`config.mk`:
```
export PLATFORM = sky130hd
export DESIGN_NAME = pcr_config_regs
export DESIGN_NICKNAME = d
export VERILOG_FILES = /design/src/include/pcr_pkg.sv /design/src/hw/pcr_config_regs.sv
export SDC_FILE = /design/constraint.sdc
export NUM_CORES = 1
export LEC_CHECK = 0
export ABC_AREA = 1
export ABC_CLOCK_PERIOD_IN_PS = 3820
export BUFFER_PORTS_ARGS = -buffer_cell sky130_fd_sc_hd__buf_2
export CORE_MARGIN = 5
export CORE_UTILIZATION = 23
export CTS_CLUSTER_DIAMETER = 120
export DETAILED_ROUTE_END_ITERATION = 8
export PLACE_DENSITY = 0.4
export RECOVER_POWER = 50
export SYNTH_ARGS = -nofsm -noshare
export SYNTH_HDL_FRONTEND = slang
export SYNTH_SLANG_ARGS = --single-unit
```
`constraint.sdc`:
```
create_clock -name MCLK -period 3.82 [get_ports MCLK]
set_input_delay 0.382 -clock MCLK [delete_from_list [all_inputs] [get_ports MCLK]]
set_output_delay 0.382 -clock MCLK [all_outputs]
set_load 0.1 [all_outputs]
```
`src/include/pcr_pkg.sv`:
```
/*
  Shared constants and types of the PLL clock configuration register bank:
  register offsets, target bus address, fixed bit patterns, byte layouts
  and the packed configuration handed to the clock generator core.
  Assumes an I2C host with 8-bit register addresses and 8-bit data.
*/
`default_nettype none

package pcr_pkg;

  // ==========================================================================
  // Bus and register map
  localparam logic [6:0] PCR_DEV_ADDR = 7'h69;
  localparam logic [7:0] PCR_OFS_OUTPUT_ENABLE_CTRL = 8'h09;
  localparam logic [7:0] PCR_OFS_BANK1_SOURCE_DIVIDER = 8'h0c;
  localparam logic [7:0] PCR_OFS_OSC_DRIVE_CTRL = 8'h12;
  localparam logic [7:0] PCR_OFS_LOAD_CAP_CTRL = 8'h13;
  localparam logic [7:0] PCR_OFS_PUMP_FEEDBACK_HIGH = 8'h40;
  localparam logic [7:0] PCR_OFS_FEEDBACK_LOW = 8'h41;
  localparam logic [7:0] PCR_OFS_ODD_BIT_REF_DIVIDER = 8'h42;
  localparam logic [7:0] PCR_OFS_CROSSPOINT_SELECT_A = 8'h44;
  localparam logic [7:0] PCR_OFS_CROSSPOINT_SELECT_B = 8'h45;
  localparam logic [7:0] PCR_OFS_CROSSPOINT_SELECT_C = 8'h46;
  localparam logic [7:0] PCR_OFS_BANK2_SOURCE_DIVIDER = 8'h47;
  localparam logic [7:0] PCR_UNMAPPED_READ = 8'h00;

  // ==========================================================================
  // Fixed bit patterns and the bit count of a byte
  localparam logic [1:0] PCR_OE_FIXED_HI = 2'h0;
  localparam logic [2:0] PCR_OSC_FIXED_HI = 3'h1;
  localparam logic [2:0] PCR_OSC_FIXED_LO = 3'h0;
  localparam logic [2:0] PCR_PUMP_FIXED_HI = 3'h6;
  localparam logic [5:0] PCR_XPT_C_FIXED_LO = 6'h3f;
  localparam logic [3:0] PCR_BITS_PER_BYTE = 4'h8;

  // ==========================================================================
  // Byte layouts of the registers with several fields
  typedef struct packed {
    logic [1:0] fixed_hi;
    logic [5:0] output_enable_bits;
  } pcr_oe_byte_t;

  typedef struct packed {
    logic [2:0] fixed_hi;
    logic [1:0] osc_gain_code;
    logic [2:0] fixed_lo;
  } pcr_osc_byte_t;

  typedef struct packed {
    logic [2:0] fixed_hi;
    logic [2:0] pump_code;
    logic [1:0] feedback_high;
  } pcr_pump_byte_t;

  typedef struct packed {
    logic source_select;
    logic [6:0] value;
  } pcr_sel_div_byte_t;

  typedef struct packed {
    logic [1:0] xpt_tail;
    logic [5:0] fixed_lo;
  } pcr_xpt_c_byte_t;

  // Configuration driven into the clock core
  typedef struct packed {
    logic [5:0] output_enable_bits;
    logic bank1_source_select;
    logic [6:0] bank1_divide_value;
    logic [1:0] osc_gain_code;
    logic [7:0] load_cap_code;
    logic [2:0] pump_code;
    logic [9:0] feedback_base_count;
    logic feedback_odd_bit;
    logic [6:0] ref_divider;
    logic [17:0] output_source_select;
    logic bank2_source_select;
    logic [6:0] bank2_divide_value;
  } pcr_cfg_t;

  // Blank power-up image; serial writes never persist past reset
  localparam pcr_cfg_t PCR_CFG_POWERUP = '0;

  typedef enum logic [3:0] {
    ST_IDLE = 4'b0000,
    ST_ADDR = 4'b0001,
    ST_ADDR_ACK = 4'b0010,
    ST_REG = 4'b0011,
    ST_REG_ACK = 4'b0100,
    ST_WDATA = 4'b0101,
    ST_WDATA_ACK = 4'b0110,
    ST_RDATA = 4'b0111,
    ST_RDATA_ACK = 4'b1000
  } pcr_state_t;

endpackage

`default_nettype wire

```
`src/hw/pcr_config_regs.sv`:
```
/*
  I2C target register bank of a one-PLL clock generator: bus engine,
  register pointer, volatile configuration registers and read-back.
  Assumes SCL and SDA arrive synchronous to MCLK and many MCLK cycles per
  SCL phase; the open-drain SDA wire is resolved outside.
*/
`default_nettype none

module pcr_config_regs (
  input wire logic MCLK,
  input wire logic RESET,
  input wire logic SERIAL_CLOCK_PIN,
  input wire logic SERIAL_DATA_PIN_IN,
  output logic SERIAL_DATA_PIN_OUT,
  output logic SERIAL_DATA_PIN_OE_N,
  output pcr_pkg::pcr_cfg_t CFG
);
  import pcr_pkg::*;

  logic scl_q, sda_q, scl_prev, sda_prev;
  logic scl_rise, scl_fall, start_det, stop_det;
  pcr_state_t state_reg;
  logic [3:0] bitcnt_reg;
  logic [7:0] shift_reg;
  logic [7:0] ptr_reg;
  logic rw_reg;
  logic commit_reg;
  logic [7:0] commit_addr_reg;
  logic [7:0] commit_data_reg;
  logic [7:0] rd_byte;
  pcr_cfg_t cfg_reg;
  pcr_oe_byte_t commit_oe;
  pcr_osc_byte_t commit_osc;
  pcr_pump_byte_t commit_pump;
  pcr_sel_div_byte_t commit_sel;
  pcr_xpt_c_byte_t commit_xpt;
  pcr_pump_byte_t rd_pump;

  // ==========================================================================
  // Pin sampling and bus conditions
  always_ff @(posedge MCLK or posedge RESET) begin
    if (RESET) begin
      scl_q <= 1'b1;
      sda_q <= 1'b1;
      scl_prev <= 1'b1;
      sda_prev <= 1'b1;
    end else begin
      scl_q <= SERIAL_CLOCK_PIN;
      sda_q <= SERIAL_DATA_PIN_IN;
      scl_prev <= scl_q;
      sda_prev <= sda_q;
    end
  end

  // Edges of the sampled pins
  assign scl_rise = scl_q & ~scl_prev;
  assign scl_fall = ~scl_q & scl_prev;
  assign start_det = scl_q & scl_prev & sda_prev & ~sda_q;
  assign stop_det = scl_q & scl_prev & ~sda_prev & sda_q;

  // Field views of the committed byte and of the read-back byte
  assign commit_oe = commit_data_reg;
  assign commit_osc = commit_data_reg;
  assign commit_pump = commit_data_reg;
  assign commit_sel = commit_data_reg;
  assign commit_xpt = commit_data_reg;
  assign rd_pump = rd_byte;

  // ==========================================================================
  // Read-back of the addressed register, fixed bits included
  always_comb begin
    rd_byte = PCR_UNMAPPED_READ;
    case (ptr_reg)
      PCR_OFS_OUTPUT_ENABLE_CTRL: rd_byte = {PCR_OE_FIXED_HI, cfg_reg.output_enable_bits};
      PCR_OFS_BANK1_SOURCE_DIVIDER: rd_byte = {cfg_reg.bank1_source_select, cfg_reg.bank1_divide_value};
      PCR_OFS_OSC_DRIVE_CTRL: rd_byte = {PCR_OSC_FIXED_HI, cfg_reg.osc_gain_code, PCR_OSC_FIXED_LO};
      PCR_OFS_LOAD_CAP_CTRL: rd_byte = cfg_reg.load_cap_code;
      PCR_OFS_PUMP_FEEDBACK_HIGH: rd_byte = {PCR_PUMP_FIXED_HI, cfg_reg.pump_code,
                                             cfg_reg.feedback_base_count[9:8]};
      PCR_OFS_FEEDBACK_LOW: rd_byte = cfg_reg.feedback_base_count[7:0];
      PCR_OFS_ODD_BIT_REF_DIVIDER: rd_byte = {cfg_reg.feedback_odd_bit, cfg_reg.ref_divider};
      PCR_OFS_CROSSPOINT_SELECT_A: rd_byte = cfg_reg.output_source_select[17:10];
      PCR_OFS_CROSSPOINT_SELECT_B: rd_byte = cfg_reg.output_source_select[9:2];
      PCR_OFS_CROSSPOINT_SELECT_C: rd_byte = {cfg_reg.output_source_select[1:0], PCR_XPT_C_FIXED_LO};
      PCR_OFS_BANK2_SOURCE_DIVIDER: rd_byte = {cfg_reg.bank2_source_select, cfg_reg.bank2_divide_value};
      default: rd_byte = PCR_UNMAPPED_READ;
    endcase
  end

  // ==========================================================================
  // Bus engine: address, pointer, data, acknowledge and SDA drive
  always_ff @(posedge MCLK or posedge RESET) begin
    if (RESET) begin
      state_reg <= ST_IDLE;
      bitcnt_reg <= 4'h0;
      shift_reg <= 8'h00;
      ptr_reg <= 8'h00;
      rw_reg <= 1'b0;
      SERIAL_DATA_PIN_OE_N <= 1'b1;
      commit_reg <= 1'b0;
      commit_addr_reg <= 8'h00;
      commit_data_reg <= 8'h00;
    end else begin
      commit_reg <= 1'b0;
      if (start_det) begin
        state_reg <= ST_ADDR;
        bitcnt_reg <= 4'h0;
        SERIAL_DATA_PIN_OE_N <= 1'b1;
      end else if (stop_det) begin
        state_reg <= ST_IDLE;
        SERIAL_DATA_PIN_OE_N <= 1'b1;
      end else begin
        case (state_reg)
          ST_ADDR, ST_REG, ST_WDATA: begin
            if (scl_rise) begin
              shift_reg <= {shift_reg[6:0], sda_q};
              bitcnt_reg <= bitcnt_reg + 4'h1;
            end else if (scl_fall && bitcnt_reg == PCR_BITS_PER_BYTE) begin
              bitcnt_reg <= 4'h0;
              if (state_reg == ST_ADDR) begin
                if (shift_reg[7:1] == PCR_DEV_ADDR) begin
                  rw_reg <= shift_reg[0];
                  SERIAL_DATA_PIN_OE_N <= 1'b0;
                  state_reg <= ST_ADDR_ACK;
                end else begin
                  state_reg <= ST_IDLE;
                end
              end else if (state_reg == ST_REG) begin
                ptr_reg <= shift_reg;
                SERIAL_DATA_PIN_OE_N <= 1'b0;
                state_reg <= ST_REG_ACK;
              end else begin
                SERIAL_DATA_PIN_OE_N <= 1'b0;
                state_reg <= ST_WDATA_ACK;
              end
            end
          end
          ST_ADDR_ACK: begin
            if (scl_fall) begin
              if (rw_reg) begin
                shift_reg <= rd_byte;
                SERIAL_DATA_PIN_OE_N <= rd_byte[7];
                bitcnt_reg <= 4'h1;
                state_reg <= ST_RDATA;
              end else begin
                SERIAL_DATA_PIN_OE_N <= 1'b1;
                state_reg <= ST_REG;
              end
            end
          end
          ST_REG_ACK: begin
            if (scl_fall) begin
              SERIAL_DATA_PIN_OE_N <= 1'b1;
              state_reg <= ST_WDATA;
            end
          end
          ST_WDATA_ACK: begin
            if (scl_fall) begin
              // Byte is in and acknowledged: hand it to the register file
              SERIAL_DATA_PIN_OE_N <= 1'b1;
              commit_reg <= 1'b1;
              commit_addr_reg <= ptr_reg;
              commit_data_reg <= shift_reg;
              ptr_reg <= ptr_reg + 8'h01;
              state_reg <= ST_WDATA;
            end
          end
          ST_RDATA: begin
            if (scl_fall) begin
              if (bitcnt_reg == PCR_BITS_PER_BYTE) begin
                SERIAL_DATA_PIN_OE_N <= 1'b1;
                ptr_reg <= ptr_reg + 8'h01;
                state_reg <= ST_RDATA_ACK;
              end else begin
                shift_reg <= {shift_reg[6:0], 1'b0};
                SERIAL_DATA_PIN_OE_N <= shift_reg[6];
                bitcnt_reg <= bitcnt_reg + 4'h1;
              end
            end
          end
          ST_RDATA_ACK: begin
            if (scl_rise && sda_q) begin
              state_reg <= ST_IDLE; // Host refused more data
            end else if (scl_fall) begin
              shift_reg <= rd_byte;
              SERIAL_DATA_PIN_OE_N <= rd_byte[7];
              bitcnt_reg <= 4'h1;
              state_reg <= ST_RDATA;
            end
          end
          default: begin
            SERIAL_DATA_PIN_OE_N <= 1'b1;
          end
        endcase
      end
    end
  end

  // ==========================================================================
  // Volatile configuration registers, blank after every reset
  always_ff @(posedge MCLK or posedge RESET) begin
    if (RESET) begin
      cfg_reg <= PCR_CFG_POWERUP;
    end else if (commit_reg) begin
      case (commit_addr_reg)
        PCR_OFS_OUTPUT_ENABLE_CTRL:
          cfg_reg.output_enable_bits <= commit_oe.output_enable_bits;
        PCR_OFS_BANK1_SOURCE_DIVIDER: begin
          cfg_reg.bank1_source_select <= commit_sel.source_select;
          cfg_reg.bank1_divide_value <= commit_sel.value;
        end
        PCR_OFS_OSC_DRIVE_CTRL:
          cfg_reg.osc_gain_code <= commit_osc.osc_gain_code;
        PCR_OFS_LOAD_CAP_CTRL:
          cfg_reg.load_cap_code <= commit_data_reg;
        PCR_OFS_PUMP_FEEDBACK_HIGH: begin
          cfg_reg.pump_code <= commit_pump.pump_code;
          cfg_reg.feedback_base_count[9:8] <= commit_pump.feedback_high;
        end
        PCR_OFS_FEEDBACK_LOW:
          cfg_reg.feedback_base_count[7:0] <= commit_data_reg;
        PCR_OFS_ODD_BIT_REF_DIVIDER: begin
          cfg_reg.feedback_odd_bit <= commit_sel.source_select;
          cfg_reg.ref_divider <= commit_sel.value;
        end
        PCR_OFS_CROSSPOINT_SELECT_A:
          cfg_reg.output_source_select[17:10] <= commit_data_reg;
        PCR_OFS_CROSSPOINT_SELECT_B:
          cfg_reg.output_source_select[9:2] <= commit_data_reg;
        PCR_OFS_CROSSPOINT_SELECT_C:
          cfg_reg.output_source_select[1:0] <= commit_xpt.xpt_tail;
        PCR_OFS_BANK2_SOURCE_DIVIDER: begin
          cfg_reg.bank2_source_select <= commit_sel.source_select;
          cfg_reg.bank2_divide_value <= commit_sel.value;
        end
        default: begin
          cfg_reg <= cfg_reg; // Reserved and unmapped writes are dropped
        end
      endcase
    end
  end

  // Outputs straight from flip-flops
  assign CFG = cfg_reg;

  always_ff @(posedge MCLK or posedge RESET) begin
    if (RESET) begin
      SERIAL_DATA_PIN_OUT <= 1'b0;
    end else begin
      SERIAL_DATA_PIN_OUT <= 1'b0; // Open drain only ever pulls low
    end
  end

  // ==========================================================================
  // Checks
  foreign_addr_a: assert property (@(posedge MCLK) disable iff (RESET)
    (state_reg == ST_ADDR && scl_fall && !start_det && !stop_det && bitcnt_reg == PCR_BITS_PER_BYTE
     && shift_reg[7:1] != PCR_DEV_ADDR) |=> (state_reg == ST_IDLE && SERIAL_DATA_PIN_OE_N))
    else $error("foreign address was answered");

  commit_after_ack_a: assert property (@(posedge MCLK) disable iff (RESET)
    commit_reg |-> ($past(state_reg) == ST_WDATA_ACK && !$past(SERIAL_DATA_PIN_OE_N)))
    else $error("write landed without acknowledge");

  powerup_blank_a: assert property (@(posedge MCLK)
    $fell(RESET) |-> (CFG == PCR_CFG_POWERUP))
    else $error("configuration not blank after reset");

  gain_field_a: assert property (@(posedge MCLK) disable iff (RESET)
    (commit_reg && commit_addr_reg == PCR_OFS_OSC_DRIVE_CTRL) |=>
      (CFG.osc_gain_code == $past(commit_osc.osc_gain_code)))
    else $error("oscillator gain not taken from bits 4..3");

  load_cap_a: assert property (@(posedge MCLK) disable iff (RESET)
    (commit_reg && commit_addr_reg == PCR_OFS_LOAD_CAP_CTRL) |=> (CFG.load_cap_code == $past(commit_data_reg)))
    else $error("load capacitance code not stored");

  enable_bits_a: assert property (@(posedge MCLK) disable iff (RESET)
    (commit_reg && commit_addr_reg == PCR_OFS_OUTPUT_ENABLE_CTRL) |=>
      (CFG.output_enable_bits == $past(commit_oe.output_enable_bits) && $stable(CFG.load_cap_code)))
    else $error("output enable bits not stored");

  bank_divider_a: assert property (@(posedge MCLK) disable iff (RESET)
    (commit_reg && commit_addr_reg == PCR_OFS_BANK2_SOURCE_DIVIDER) |=>
      ({CFG.bank2_source_select, CFG.bank2_divide_value} == $past(commit_data_reg)))
    else $error("bank two divider not stored");

  pump_fixed_a: assert property (@(posedge MCLK) disable iff (RESET)
    (ptr_reg == PCR_OFS_PUMP_FEEDBACK_HIGH) |-> (rd_pump.fixed_hi == PCR_PUMP_FIXED_HI))
    else $error("pump register fixed bits wrong");

  crosspoint_tail_a: assert property (@(posedge MCLK) disable iff (RESET)
    (commit_reg && commit_addr_reg == PCR_OFS_CROSSPOINT_SELECT_C) |=>
      (CFG.output_source_select[1:0] == $past(commit_xpt.xpt_tail))
      && $stable(CFG.output_source_select[17:2]))
    else $error("crosspoint tail not stored");

endmodule

`default_nettype wire

```
---- After elaboration in Yosys (flattened, before gate mapping) ----
Cells that the tools add are included.
Widths: inputs -> output; s select.
operators by class
  $add $sub $neg .......................... 2
  equality and inequality tests ........... 63
  muxes and demuxes ....................... 61
  bitwise logic cells ..................... 14
  reduce and logical (&&, ||, !) cells .... 26
operator list
  kind                 count
  $eq 8x7->1 const B   14
  $mux 8               14
  $pmux 8 s11          1
  $mux 4               21
  $eq 8x4->1 const B   4
  $eq 8x5->1 const B   4
  $ne 4x4->1 const B   8
  $pmux 8 s4           1
  $ne 2x2->1 const B   14
  $pmux 8 s3           1
  $reduce_and 2->1     11
  $pmux 4 s5           1
  $reduce_and 10->1    2
  $ne 3x3->1 const B   6
  $mux 1               17
  $eq 4x3->1 const B   4
  $pmux 4 s4           1
  $reduce_and 8->1     2
  $ne 5x5->1 const B   2
  $reduce_and 9->1     1
  $add 8x1->8 const B  1
  $eq 4x2->1 const B   2
  $eq 4x4->1 const B   2
  $and 1x1->1          7
  other kinds (17)     25
word-level totals
  flip-flop bits (word level) ............. 118
  bits of input ports ..................... 4
  output and inout port bits .............. 73
  logic and storage cells ................. 194

---- Depth between registers and ports, before layout ----
Gate-level depths: netlist of run 1.
  depth in word-level cells ............... 8
  depth in mapped cells ................... 11
  gate-level depth less buffers ........... 11

---- Least setup slack after synthesis of run 1 ----
Ideal clock, no wire load.
  path type ............................... register -> register
  start point ............................. register scl_q
  end point ............................... register ptr_reg[1]
  setup time .............................. 131 ps
  arrival time ............................ 1525 ps
  required time ........................... 3689 ps
  path slack .............................. 2165 ps
  stages on the path, launching flop included .. 11
  clock period less this slack ............ 1655 ps
  path through ............................ dfstp_2 -> nand2_1 -> nor2_1 -> nor2_1 -> nand2_1 -> nor2_1 -> nand2_1 -> inv_1 -> buf_4 -> o211ai_1 -> o21ai_0
between the ends
  longest elaborated chain between the ends .. 5
  elaborated cells on any way between the ends .. 16
ends and longest elaborated chain
  what                                                      line                                                                 text
  start, declared                                           pcr_config_regs.sv:20                                                logic scl_q, sda_q, scl_prev, sda_prev;
  start signal, assigned                                    pcr_config_regs.sv:43                                                scl_q <= 1'b1;
  start signal, assigned                                    pcr_config_regs.sv:48                                                scl_q <= SERIAL_CLOCK_PIN;
  $not 1->1 or $and 1x1->1 (tied branches)                  pcr_config_regs.sv:57, pcr_config_regs.sv:58, pcr_config_regs.sv:59
  $and 1x1->1 (on tied branches)                            pcr_config_regs.sv:57, pcr_config_regs.sv:58, pcr_config_regs.sv:59
  $logic_and 1x1->1, or another cell as far along           pcr_config_regs.sv:118                                               end else if (scl_fall && bitcnt_reg == PCR_BITS_PER_BYTE) begin
  $ne 2x2->1 (no source line) or $not 1->1 (tied branches)  -
  $reduce_and 10->1 (no source line) *                      -
  end signal, assigned                                      pcr_config_regs.sv:129                                               ptr_reg <= shift_reg;
  end signal, assigned                                      pcr_config_regs.sv:164                                               ptr_reg <= ptr_reg + 8'h01;
  end signal, assigned                                      pcr_config_regs.sv:172                                               ptr_reg <= ptr_reg + 8'h01;
  end, declared                                             pcr_config_regs.sv:25                                                logic [7:0] ptr_reg;
Every way passes the cells marked *; elsewhere a longest branch is shown, timed or not.
A chain may end at the register's enable or synchronous reset.

---- Worst setup path after layout of run 1 ----
  start point ............................. register ptr_reg[5]
  end point ............................... register shift_reg[1]
between the ends
  longest elaborated chain between the ends .. 5
  elaborated cells on any way between the ends .. 17
ends and longest elaborated chain
  what                                      line                                            text
  $eq 8x7->1, or another cell as far along  pcr_config_regs.sv:73                           case (ptr_reg)
  $pmux 8 s11 *                             pcr_config_regs.sv:73
  $mux 8 (on tied branches)                 pcr_config_regs.sv:184, pcr_config_regs.sv:140
  $mux 8 (on tied branches)                 pcr_config_regs.sv:182, pcr_config_regs.sv:139
  $pmux 8 s4 *                              pcr_config_regs.sv:113                          case (state_reg)
  end signal, assigned                      pcr_config_regs.sv:116                          shift_reg <= {shift_reg[6:0], sda_q};
  end signal, assigned                      pcr_config_regs.sv:175                          shift_reg <= {shift_reg[6:0], 1'b0};
  end signal, assigned                      pcr_config_regs.sv:185                          shift_reg <= rd_byte;
  end, declared                             pcr_config_regs.sv:24                           logic [7:0] shift_reg;
Every way passes the cells marked *; elsewhere a longest branch is shown, timed or not. The select of a mux whose other input is x is not followed.

==> results.py, run 1 <==
metrics = {
    "outcome": {
        "status": "finished, violations left",
        "violations": "capacitance limit, slew limit",
    },
    "worst_setup_path": {
        "crit_path_end_kind": "register",
        "reg2reg_depth": 10,
        "cp.arrival_ns": 2.61,
        "path_max_fanout": 26,
        "startpoint_type": "register",
        "critical_path_class": "register to register",
        "cp.required_ns": 4.16,
    },
    "drt": {
        "drtAntennaViolNets": 0,
        "drt-met1-wl_microns": 10830,
        "drt_wl_total_microns": 21520,
        "drt-initial-drc-count": 424,
        "route.met3.wl_microns": 916,
        "vias": 5580,
        "dr.pass1.iters": 5,
        "via_per_inst": 4.570,
        "maxUsedRoutingLayer": "met4",
        "wl_per_cell_microns": 17.62,
        "wl_met2_microns": 9517,
        "drc": 0,
    },
    "place": {
        "gp_congestion": 0.8101,
        "place_inst": 1189,
        "dp_hpwl_microns": 15790,
        "io_buffers": 75,
        "dpl_worst_slack_ns": 1.566,
        "place_area_sq_um": 6789,
    },
    "sta": {
        "timing.final.ws_setup_ns": 1.554,
        "clock_skew_ns": 0.01590,
        "setup_viol": 0,
        "fmax_mhz": 441.4,
        "hold_viol_final": 0,
        "rsz0062_at_grt": "no",
        "period_share_pct": 59.31,
        "setup_tns_ns": 0,
        "worstMarginPinSlew_ns": 2.813,
        "slew_violations": 60,
        "period_needed_ns": 2.266,
        "slew_headroom_pct": -88.58,
    },
    "layout": {
        "largest_reg_flops": 71,
        "fin_cells": 1221,
        "fillers": 2906,
        "layout.nets": 883,
        "final_layout_size_suffix_gt1_share_pct": 11.74,
        "area_growth_pct": 21.65,
        "stdcell_area_sq_um": 7367,
        "diodes": 0,
        "fin_util_pct": 28.35,
    },
    "clock_network": {
        "root_buffer": "clkbuf_16",
        "clock_latency_ns": 0.42,
        "cts_buffers": 17,
        "postCtsResizedCells": 0,
        "cts.sinks": 118,
        "cts_buffer_depth": 2,
        "cts_max_level": 4,
        "cts.reportedPaths.clkPinSlew_ns": 0.06,
        "hold_buffers": 0,
        "cts_tree": "done",
        "cts_setup_buffers": 0,
    },
    "worst_hold_path": {
        "hold_path_depth": 1,
        "min_path_type": "input pin to register",
    },
    "global_route": {
        "grtUsageTotal_pct": 14.75,
        "grt-ovfl-total": 0,
        "grt_max_degree": 61,
        "antenna_found_initial": 1,
        "first_global_vias": 5426,
        "grt_pass1_wl_microns": 33070,
    },
    "die": {
        "start_util_pct": 23.31,
        "io_pins": 77,
        "die_h_microns": 172.3,
        "core_area_sq_um": 25980,
        "num_rows": 59,
        "die_w_microns": 172.3,
        "die-area_sq_um": 29680,
    },
    "synthesis": {
        "synth.avg_cell_area_sq_um": 7.579,
        "syn_area_sq_um": 6056,
        "synth_edf_count": 0,
        "syn-num-nets": 809,
        "yosysWarnings": 0,
        "synth_common_cells": "nand2_1, dfrtp_1, o21ai_0",
        "synth_area_leaders": "dfrtp_1, nand2_1, o21ai_0",
        "synth_top_cell_area_share_pct": 46.69,
        "yosysUniqueCellTypes": 33,
        "synthFlopType": "dfrtp_1",
        "ys_seq_area_share_pct": 48.86,
        "ys_async_sr_fraction_pct": 100.0,
        "synth-seq-cells": 118,
        "syn-instance-count": 799,
        "yosysMostFrequentCell": "nand2_1",
        "yosys.area.top_type": "dfrtp_1",
    },
    "pwr": {
        "peakVddDrop_v": 0.0002718,
        "p_leak_uw": 0.003622,
        "p_per_area_nw_per_um2": 715.0,
    },
    "run": {
        "cap_violations": 1,
    },
}
==> where the power goes <==
| part | switching, uW | internal (uW) |
|---|---|---|
| Sequential | 204 | 1480 |
| Clock | 629 | 1050 |
| Combinational | 1430 | 470 |
| Total | 2270 | 3000 |
==> final cells by class <==
| type | count | area (sq um) | share of cell area (%) |
|---|---|---|---|
| clock buffers | 18 | 439.2 | 5.961 |
| clock inverters | 14 | 175.2 | 2.378 |
| inverters | 67 | 252.7 | 3.431 |
| multi-input cells | 591 | 2741 | 37.21 |
| flip-flops and latches | 118 | 2959 | 40.17 |
| well taps | 335 | 419.2 | 5.690 |
| repair buffers | 78 | 380.4 | 5.163 |
==> routing by layer <==
| metal | vias to the layer above | GRT usage (%) |
|---|---|---|
| met2 | 137 | 22.77 |
| met1 | 2653 | 21.35 |
| met4 | 0 | 3.657 |
| li1 | 2774 | - |
| met3 | 16 | 2.835 |
| met5 | - | 0 |
==> critical path, cell delays in order (launching register included) <==
cell and delay [ns]:
dfrtp_1 0.39, inv_1 0.16, nand2_1 0.11, nor2_4 0.50, buf_4 0.36, nand2_1 0.10, nor2_1 0.16, nor2_1 0.08
nand3_1 0.12, nand2_1 0.07, a21boi_1 0.14
==> kinds of logic (layout without fill, tap and decap cells) <==
kind of cell    count (synthesis)  count (layout)  synth area share (%)
buf+inv                        90             177                 5.909
flops                         118             118                 48.86
compound gates                134             134                 11.53
other cells                     1               1               0.06192
simple gates                  445             445                 31.67
xor+xnor                        5               5                0.7231
fa+ha+maj                       6               6                 1.240
==> per-stage QoR <==
step	hold WS [ns]	total power (uW)
after floorplan	0.3606	3048
after global placement	0.3647	3646
after detailed placement	0.3680	3632
after CTS	0.03447	5332
after global routing	0.03576	5619
final	0.06086	5267
==> final timing paths <==
kind | start | to | slack (ns)
worst max-delay path | ptr_reg[5] | shift_reg[1] | 1.55
worst min-delay path | SERIAL_CLOCK_PIN | scl_q | 0.06
worst max register to register | ptr_reg[5] | shift_reg[1] | 1.55
worst min register to register | sda_q | sda_prev | 0.38
max in group asynchronous | RESET | ptr_reg[0] | 1.78
min in group asynchronous | RESET | CFG[14] | 0.73
==> cells in the final DEF, fill, tap and decap left out, types with 2 or more instances in the layout <==
cell type	Yosys	final
clkinvlp_4	0	3
a21boi_1	8	8
dfrtp_1	113	113
inv_1	64	63
nor2_1	91	90
nor3_1	7	8
nand4_1	19	19
nor2_2	5	5
and3_1	4	4
a21oi_1	12	12
clkbuf_16	0	17
inv_6	0	2
clkinv_2	0	2
dfstp_2	5	3
nand2_1	219	219
bufinv_16	0	3
o21ai_0	111	111
ha_1	6	6
o211ai_1	2	2
inv_2	2	2
nand3_1	91	91
buf_4	2	2
buf_2	4	51
dfstp_1	0	2
xor2_1	5	5
nor2_4	1	2
clkbuf_1	16	24
clkinv_4	0	4
Power figures use the tool's default switching activity.
==> inputs of run 2 (changes only) <==
--- a/config.mk
+++ b/config.mk
@@ -6,13 +6,13 @@
 export NUM_CORES = 1
 export LEC_CHECK = 0
 export ABC_AREA = 1
-export ABC_CLOCK_PERIOD_IN_PS = 3820
+export ABC_CLOCK_PERIOD_IN_PS = 1900
 export BUFFER_PORTS_ARGS = -buffer_cell sky130_fd_sc_hd__buf_2
 export CORE_MARGIN = 5
 export CORE_UTILIZATION = 23
 export CTS_CLUSTER_DIAMETER = 120
 export DETAILED_ROUTE_END_ITERATION = 8
-export PLACE_DENSITY = 0.4
+export PLACE_DENSITY = 0.41
 export RECOVER_POWER = 50
 export SYNTH_ARGS = -nofsm -noshare
 export SYNTH_HDL_FRONTEND = slang
==> constraint.sdc (replaced) <==
create_clock -name MCLK -period 1.9 [get_ports MCLK]
set_input_delay 0.19 -clock MCLK [delete_from_list [all_inputs] [get_ports MCLK]]
set_output_delay 0.19 -clock MCLK [all_outputs]
set_load 0.1 [all_outputs]
==> run 2 against run 1 <==
Against the previous run:
- the flow now finishes without violations
- sequential share of layout area down 1.9 points
- global-route usage decreased by 0.064 points
- flip-flop and latch count unchanged
- via count is 3.1% higher
- first-iteration DRC count up 3.3%
- clock power increased by 100%
==> results.py, run 2 (synthesis gave the netlist of run 1 again) <==
metrics = {
    "outcome": {
        "status": "finished, final reports clean",
    },
    "place": {
        "place_inst": 1223,
        "gp_congestion": 0.8539,
        "dp_hpwl_microns": 15700,
        "io_buffers": 75,
        "dpl_worst_slack_ns": 0.01179,
    },
    "global_route": {
        "antenna_found_initial": 0,
        "grt-ovfl-total": 0,
        "grtUsageTotal_pct": 14.69,
        "grt_pass1_wl_microns": 33050,
        "first_global_vias": 5552,
        "grt_max_degree": 66,
    },
    "drt": {
        "drt_wl_total_microns": 21280,
        "drc": 0,
        "via_per_inst": 4.573,
        "dr.pass1.iters": 6,
        "drt-initial-drc-count": 438,
        "vias": 5753,
        "wl_per_cell_microns": 16.91,
        "drtAntennaViolNets": 0,
    },
    "pwr": {
        "switching_share_pct": 42.59,
        "p_int_uw": 6352,
        "peakVddDrop_v": 0.0006154,
        "clock_power_share_pct": 31.0,
        "p_per_area_nw_per_um2": 1432,
        "total_power_uw": 11060,
        "p_leak_uw": 0.003902,
        "p_switching_uw": 4711,
        "power_frac_comb_pct": 38.5,
        "p_seq_share_pct": 30.5,
    },
    "die": {
        "num_rows": 59,
        "die-area_sq_um": 29680,
        "die_h_microns": 172.3,
        "io_pins": 77,
        "die_w_microns": 172.3,
        "start_util_pct": 23.31,
        "core_area_sq_um": 25980,
    },
    "clock_network": {
        "clock_latency_ns": 0.43,
        "cts_setup_buffers": 0,
        "cts.sinks": 118,
        "cts_buffer_depth": 2,
        "root_buffer": "clkbuf_16",
        "cts_buffers": 17,
        "cts.reportedPaths.clkPinSlew_ns": 0.06,
        "cts_tree": "done",
        "cts_max_level": 4,
    },
    "layout": {
        "area_growth_pct": 27.58,
        "fillers": 2849,
        "layout_common_cells": "nand2_1, dfrtp_1, o21ai_0, nand3_1, nor2_1",
        "final_layout_size_suffix_gt1_share_pct": 19.18,
        "fin_cells": 1258,
        "layout.nets": 921,
        "diodes": 0,
        "mostFrequentLayoutCell": "nand2_1",
        "largest_reg_flops": 71,
        "fin_util_pct": 29.73,
    },
    "sta": {
        "timing.final.ws_setup_ns": 0.1150,
        "worstMarginPinSlew_ns": 1.231,
        "hold_viol_final": 0,
        "rsz0062_at_grt": "yes",
        "fmax_mhz": 560.2,
        "slew_headroom_pct": 17.95,
        "hold_ws_ns": 0.3730,
        "period_share_pct": 93.95,
        "period_needed_ns": 1.785,
        "slew_violations": 0,
        "clock_skew_ns": 0.01243,
        "setup_viol": 0,
    },
    "run": {
        "cap_violations": 0,
    },
    "worst_setup_path": {
        "crit_path_end_kind": "register",
        "cp.required_ns": 2.21,
        "cp.arrival_ns": 2.09,
        "reg2reg_depth": 8,
        "r2r-start": "scl_q",
        "path_max_fanout": 8,
        "startpoint_type": "register",
        "critical_path_class": "register to register",
        "ff2ff_setup_slack_ns": 0.11,
        "reg2reg_to": "shift_reg[7]",
    },
    "worst_hold_path": {
        "hold_path_depth": 0,
        "min_path_type": "register to register",
        "hold_end": "sda_prev",
        "min_from": "sda_q",
    },
}
run 2: cell types whose count changed in the layout (fill, tap and decap cells not counted), sizes merged:
cell,change
clkbuf,-10
dlygate4sd3,+3
nand3b,+1
buf,+43
inv,+6
clkinvlp,-1
clkinv,-5
run 2: per-layer routing:
layer | wire, microns | track usage (%) | vias up
li1 | - | - | 2856
met1 | 10430 | 21.24 | 2740
met2 | 9436 | 21.82 | 137
met3 | 1102 | 3.841 | 20
met4 | 307 | 3.862 | 0
met5 | 0 | 0 | -
run 2: cell type report:
cell class	instances	area [sq um]	area share [%]
clock buffer	17	425.4	5.506
clock inverter	14	186.4	2.413
inverter	67	252.7	3.271
multi-input combinational	592	2796	36.19
sequential	118	2959	38.30
tap	335	419.2	5.425
timing repair buffer	115	686.9	8.891
run 2: how the worst max path moves through the flow:
stage	from	to	slack, ns	depth (start not counted)
3_3_place_gp	ptr_reg[1]	shift_reg[5]	0.02	11
5_1_grt	sda_q	ptr_reg[5]	-0.07	11
4_1_cts	ptr_reg[1]	shift_reg[5]	0.03	11
3_5_place_dp	sda_q	ptr_reg[2]	0.01	10
6_report	scl_q	shift_reg[7]	0.11	8
2_1_floorplan	scl_q	ptr_reg[1]	0.24	10
run 2: power groups by stage:
stage	combinational (uW)	sequential, uW	clock, uW
3_3_place_gp	4200	3410	0
2_1_floorplan	2510	3620	0
6_report	4260	3370	3430
3_5_place_dp	4170	3410	0
5_1_grt	4790	3450	3620
4_1_cts	4200	3370	3490
run 2: stage by stage:
stage	TNS, ns	cell area [sq um]
finish	0	7726
global route	-0.8769	7726
CTS	0	7715
detailed placement	0	7071
global placement	0	7071
floorplan	0	6060
run 2: repair_timing:
item | CTS | global route
resized for setup | 2 | 13
endpoints found under the hold margin | 115 | 0
hold buffers | 3 | 0
gates cloned | 0 | 1
setup endpoints to repair | 2 | 25
run 2: worst max-delay path, cell delays in order, from the launching register on:
cell and delay, ns:
dfstp_2 0.55, nand2_1 0.09, nor2_2 0.22, nor2_2 0.11, buf_4 0.15, nand2_1 0.14, nand3b_4 0.22, nand2_1 0.07
a21boi_1 0.12
==> inputs of run 3 (changes only) <==
--- a/config.mk
+++ b/config.mk
@@ -14,6 +14,8 @@
 export DETAILED_ROUTE_END_ITERATION = 8
 export PLACE_DENSITY = 0.41
 export RECOVER_POWER = 50
+export SETUP_SLACK_MARGIN = 0.5
+export SLEW_MARGIN = 20
 export SYNTH_ARGS = -nofsm -noshare
 export SYNTH_HDL_FRONTEND = slang
 export SYNTH_SLANG_ARGS = --single-unit
==> run 3 against run 2 <==
Against the previous run:
- setup slack improved by 0.11 ns
- fmax grew 6.4%
- power grew 19%
- via count rose by 7.4%
- design area is 22% higher
- non-clock buffer count is 51 higher
- flip-flop and latch count unchanged
- final cell count increased by 4.4%
- clock skew is 0.00092 ns lower
- largest power group unchanged
==> results.py, run 3 (synthesis gave the netlist of run 1 again) <==
metrics = {
    "die": {
        "io_pins": 77,
        "die-area_sq_um": 29680,
        "core_area_sq_um": 25980,
        "num_rows": 59,
        "die_w_microns": 172.3,
        "die_h_microns": 172.3,
        "start_util_pct": 23.31,
    },
    "worst_setup_path": {
        "cp.required_ns": 2.24,
        "cpLargestDelayFamily": "simple AND/OR/NAND/NOR gates",
        "path_max_fanout": 8,
        "crit_start": "ptr_reg[1]",
        "r2r-start": "ptr_reg[1]",
        "cp.arrival_ns": 2.02,
        "startpoint_type": "register",
        "max_stage_delay_ns": 0.47,
        "crit_chain": "inv_4 > ha_4 > inv_4 > nor2_4 > buf_4 > nand4_1 > nand2_1 > nor2_1 > nand3_2 > nand2_1 > a21boi_1",
        "critical_path_class": "register to register",
        "crit_path_top_delay_cell": "dfrtp_2",
        "cp_num_buf_inv": 3,
        "crit_path_end_kind": "register",
    },
    "sta": {
        "hold_viol_final": 0,
        "slew_headroom_pct": 42.29,
        "rsz0062_at_grt": "yes",
        "clock_skew_ns": 0.01151,
        "fmax_mhz": 596.1,
        "hold_ws_ns": 0.4120,
        "worstMarginPinSlew_ns": 0.8609,
        "setup_viol": 0,
        "period_needed_ns": 1.678,
        "timing.final.ws_setup_ns": 0.2223,
        "period_share_pct": 88.30,
        "slew_violations": 0,
    },
    "layout": {
        "final_layout_size_suffix_gt1_share_pct": 41.25,
        "area_growth_pct": 55.31,
        "largest_reg_flops": 71,
        "fin_cells": 1313,
        "layout_common_cells": "nand2_1, dfrtp_1, buf_4, nand3_1, o21ai_1",
        "mostFrequentLayoutCell": "nand2_1",
        "layout.nets": 975,
    },
    "drt": {
        "drt-initial-drc-count": 470,
        "drtAntennaViolNets": 0,
        "via_per_inst": 4.706,
        "drt_wl_total_microns": 24220,
        "dr.pass1.iters": 5,
        "wl_per_cell_microns": 18.45,
        "vias": 6179,
        "drc": 0,
    },
    "place": {
        "io_buffers": 75,
        "dp_hpwl_microns": 16040,
        "gp_congestion": 0.8332,
        "place_inst": 1219,
        "dpl_worst_slack_ns": -0.01190,
    },
    "pwr": {
        "switching_share_pct": 43.75,
        "power_frac_comb_pct": 47.7,
        "p_seq_share_pct": 26.7,
        "p_int_uw": 7375,
        "clock_power_share_pct": 25.6,
        "p_per_area_nw_per_um2": 1394,
        "p_leak_uw": 0.004420,
        "p_switching_uw": 5736,
        "peakVddDrop_v": 0.0006726,
    },
    "worst_hold_path": {
        "min_path_type": "register to register",
        "min_from": "sda_q",
    },
    "clock_network": {
        "cts_tree": "done",
        "cts.reportedPaths.clkPinSlew_ns": 0.07,
        "clock_latency_ns": 0.42,
        "cts_buffer_depth": 2,
        "root_buffer": "clkbuf_16",
        "cts_max_level": 4,
        "cts.sinks": 118,
        "cts_buffers": 17,
    },
    "global_route": {
        "grtUsageMet1_pct": 24.09,
        "met3_usage_pct": 3.178,
        "antenna_found_initial": 1,
        "grt_max_degree": 56,
        "grt-ovfl-total": 0,
        "grt_use_met2_pct": 24.55,
        "grt_pass1_wl_microns": 36510,
        "grtUsageTotal_pct": 16.31,
        "first_global_vias": 5797,
        "busiest_layer": "met2",
    },
    "outcome": {
        "status": "finished, final reports clean",
    },
    "run": {
        "cap_violations": 0,
    },
}
[run 3: cell types whose count changed in the layout (fill, tap and decap cells not counted), sizes merged]
cell / delta
inv: -8
buf: +40
nand2: +3
diode: +1
clkinv: +8
clkbuf: +11
[run 3: final timing paths]
kind | slack [ns] | cells past startpoint | to
setup / recovery | 0.22 | 11 | shift_reg[3]
max in group asynchronous | 0.67 | 4 | commit_addr_reg[2]
min in group asynchronous | 0.45 | 3 | bitcnt_reg[0]
hold / removal | 0.41 | 0 | sda_prev
setup reg to reg | 0.22 | 11 | shift_reg[3]
hold reg to reg | 0.41 | 0 | sda_prev
[run 3: worst register-to-register path: cells and delay by family (launching register included)]
kind | cells | cell delay (ns)
AOI/OAI and AO/OA | 1 | 0.13
adders and majority gates | 1 | 0.15
buffers and inverters | 3 | 0.31
DFF | 1 | 0.47
and+or+nand+nor | 6 | 0.57
[run 3: power by group through the flow]
stage          Clock [uW]  Combinational [uW]  Sequential (uW)
4_1_cts              3420                5460             3440
3_3_place_gp            0                4270             3430
2_1_floorplan           0                2650             3630
5_1_grt              3530                6790             3560
3_5_place_dp            0                4250             3430
6_report             3360                6260             3490
[run 3: final cells by class]
cell class	count	area [sq um]
inverter	67	279.0
multi-input combinational	595	3608
fill	2753	16580
clock inverter	14	180.2
sequential	118	2970
clock buffer	17	425.4
antenna	1	2.502
tap	335	419.2
timing repair buffer	166	1520
[run 3: layer usage]
metal,part of all wire [%],vias to the layer above,wire [microns]
li1,-,2993,-
met1,48,3015,11570
met2,46,151,11090
met3,5.4,20,1302
met4,1.1,0,257
met5,0,-,0
[run 3: stage by stage]
stage / power [uW] / instance area, sq um / utilization [%] / TNS [ns]
finish: 13110 / 9405 / 36.20 / 0
global route: 13880 / 9403 / 36.19 / 0
CTS: 12310 / 8816 / 33.93 / 0
detailed placement: 7674 / 7141 / 27.48 / -0.01268
global placement: 7707 / 7141 / 27.48 / -0.02104
floorplan: 6281 / 6201 / - / 0
[run 3: timing repair]
action | 4_1_cts | 5_1_grt
setup buffers | 26 | 21
endpoints found under the setup margin | 168 | 120
gates resized for setup | 237 | 154
pin swaps | 38 | 43
gates cloned | 8 | 4
hold buffers | 3 | 0
endpoints found under the hold margin | 13 | 0
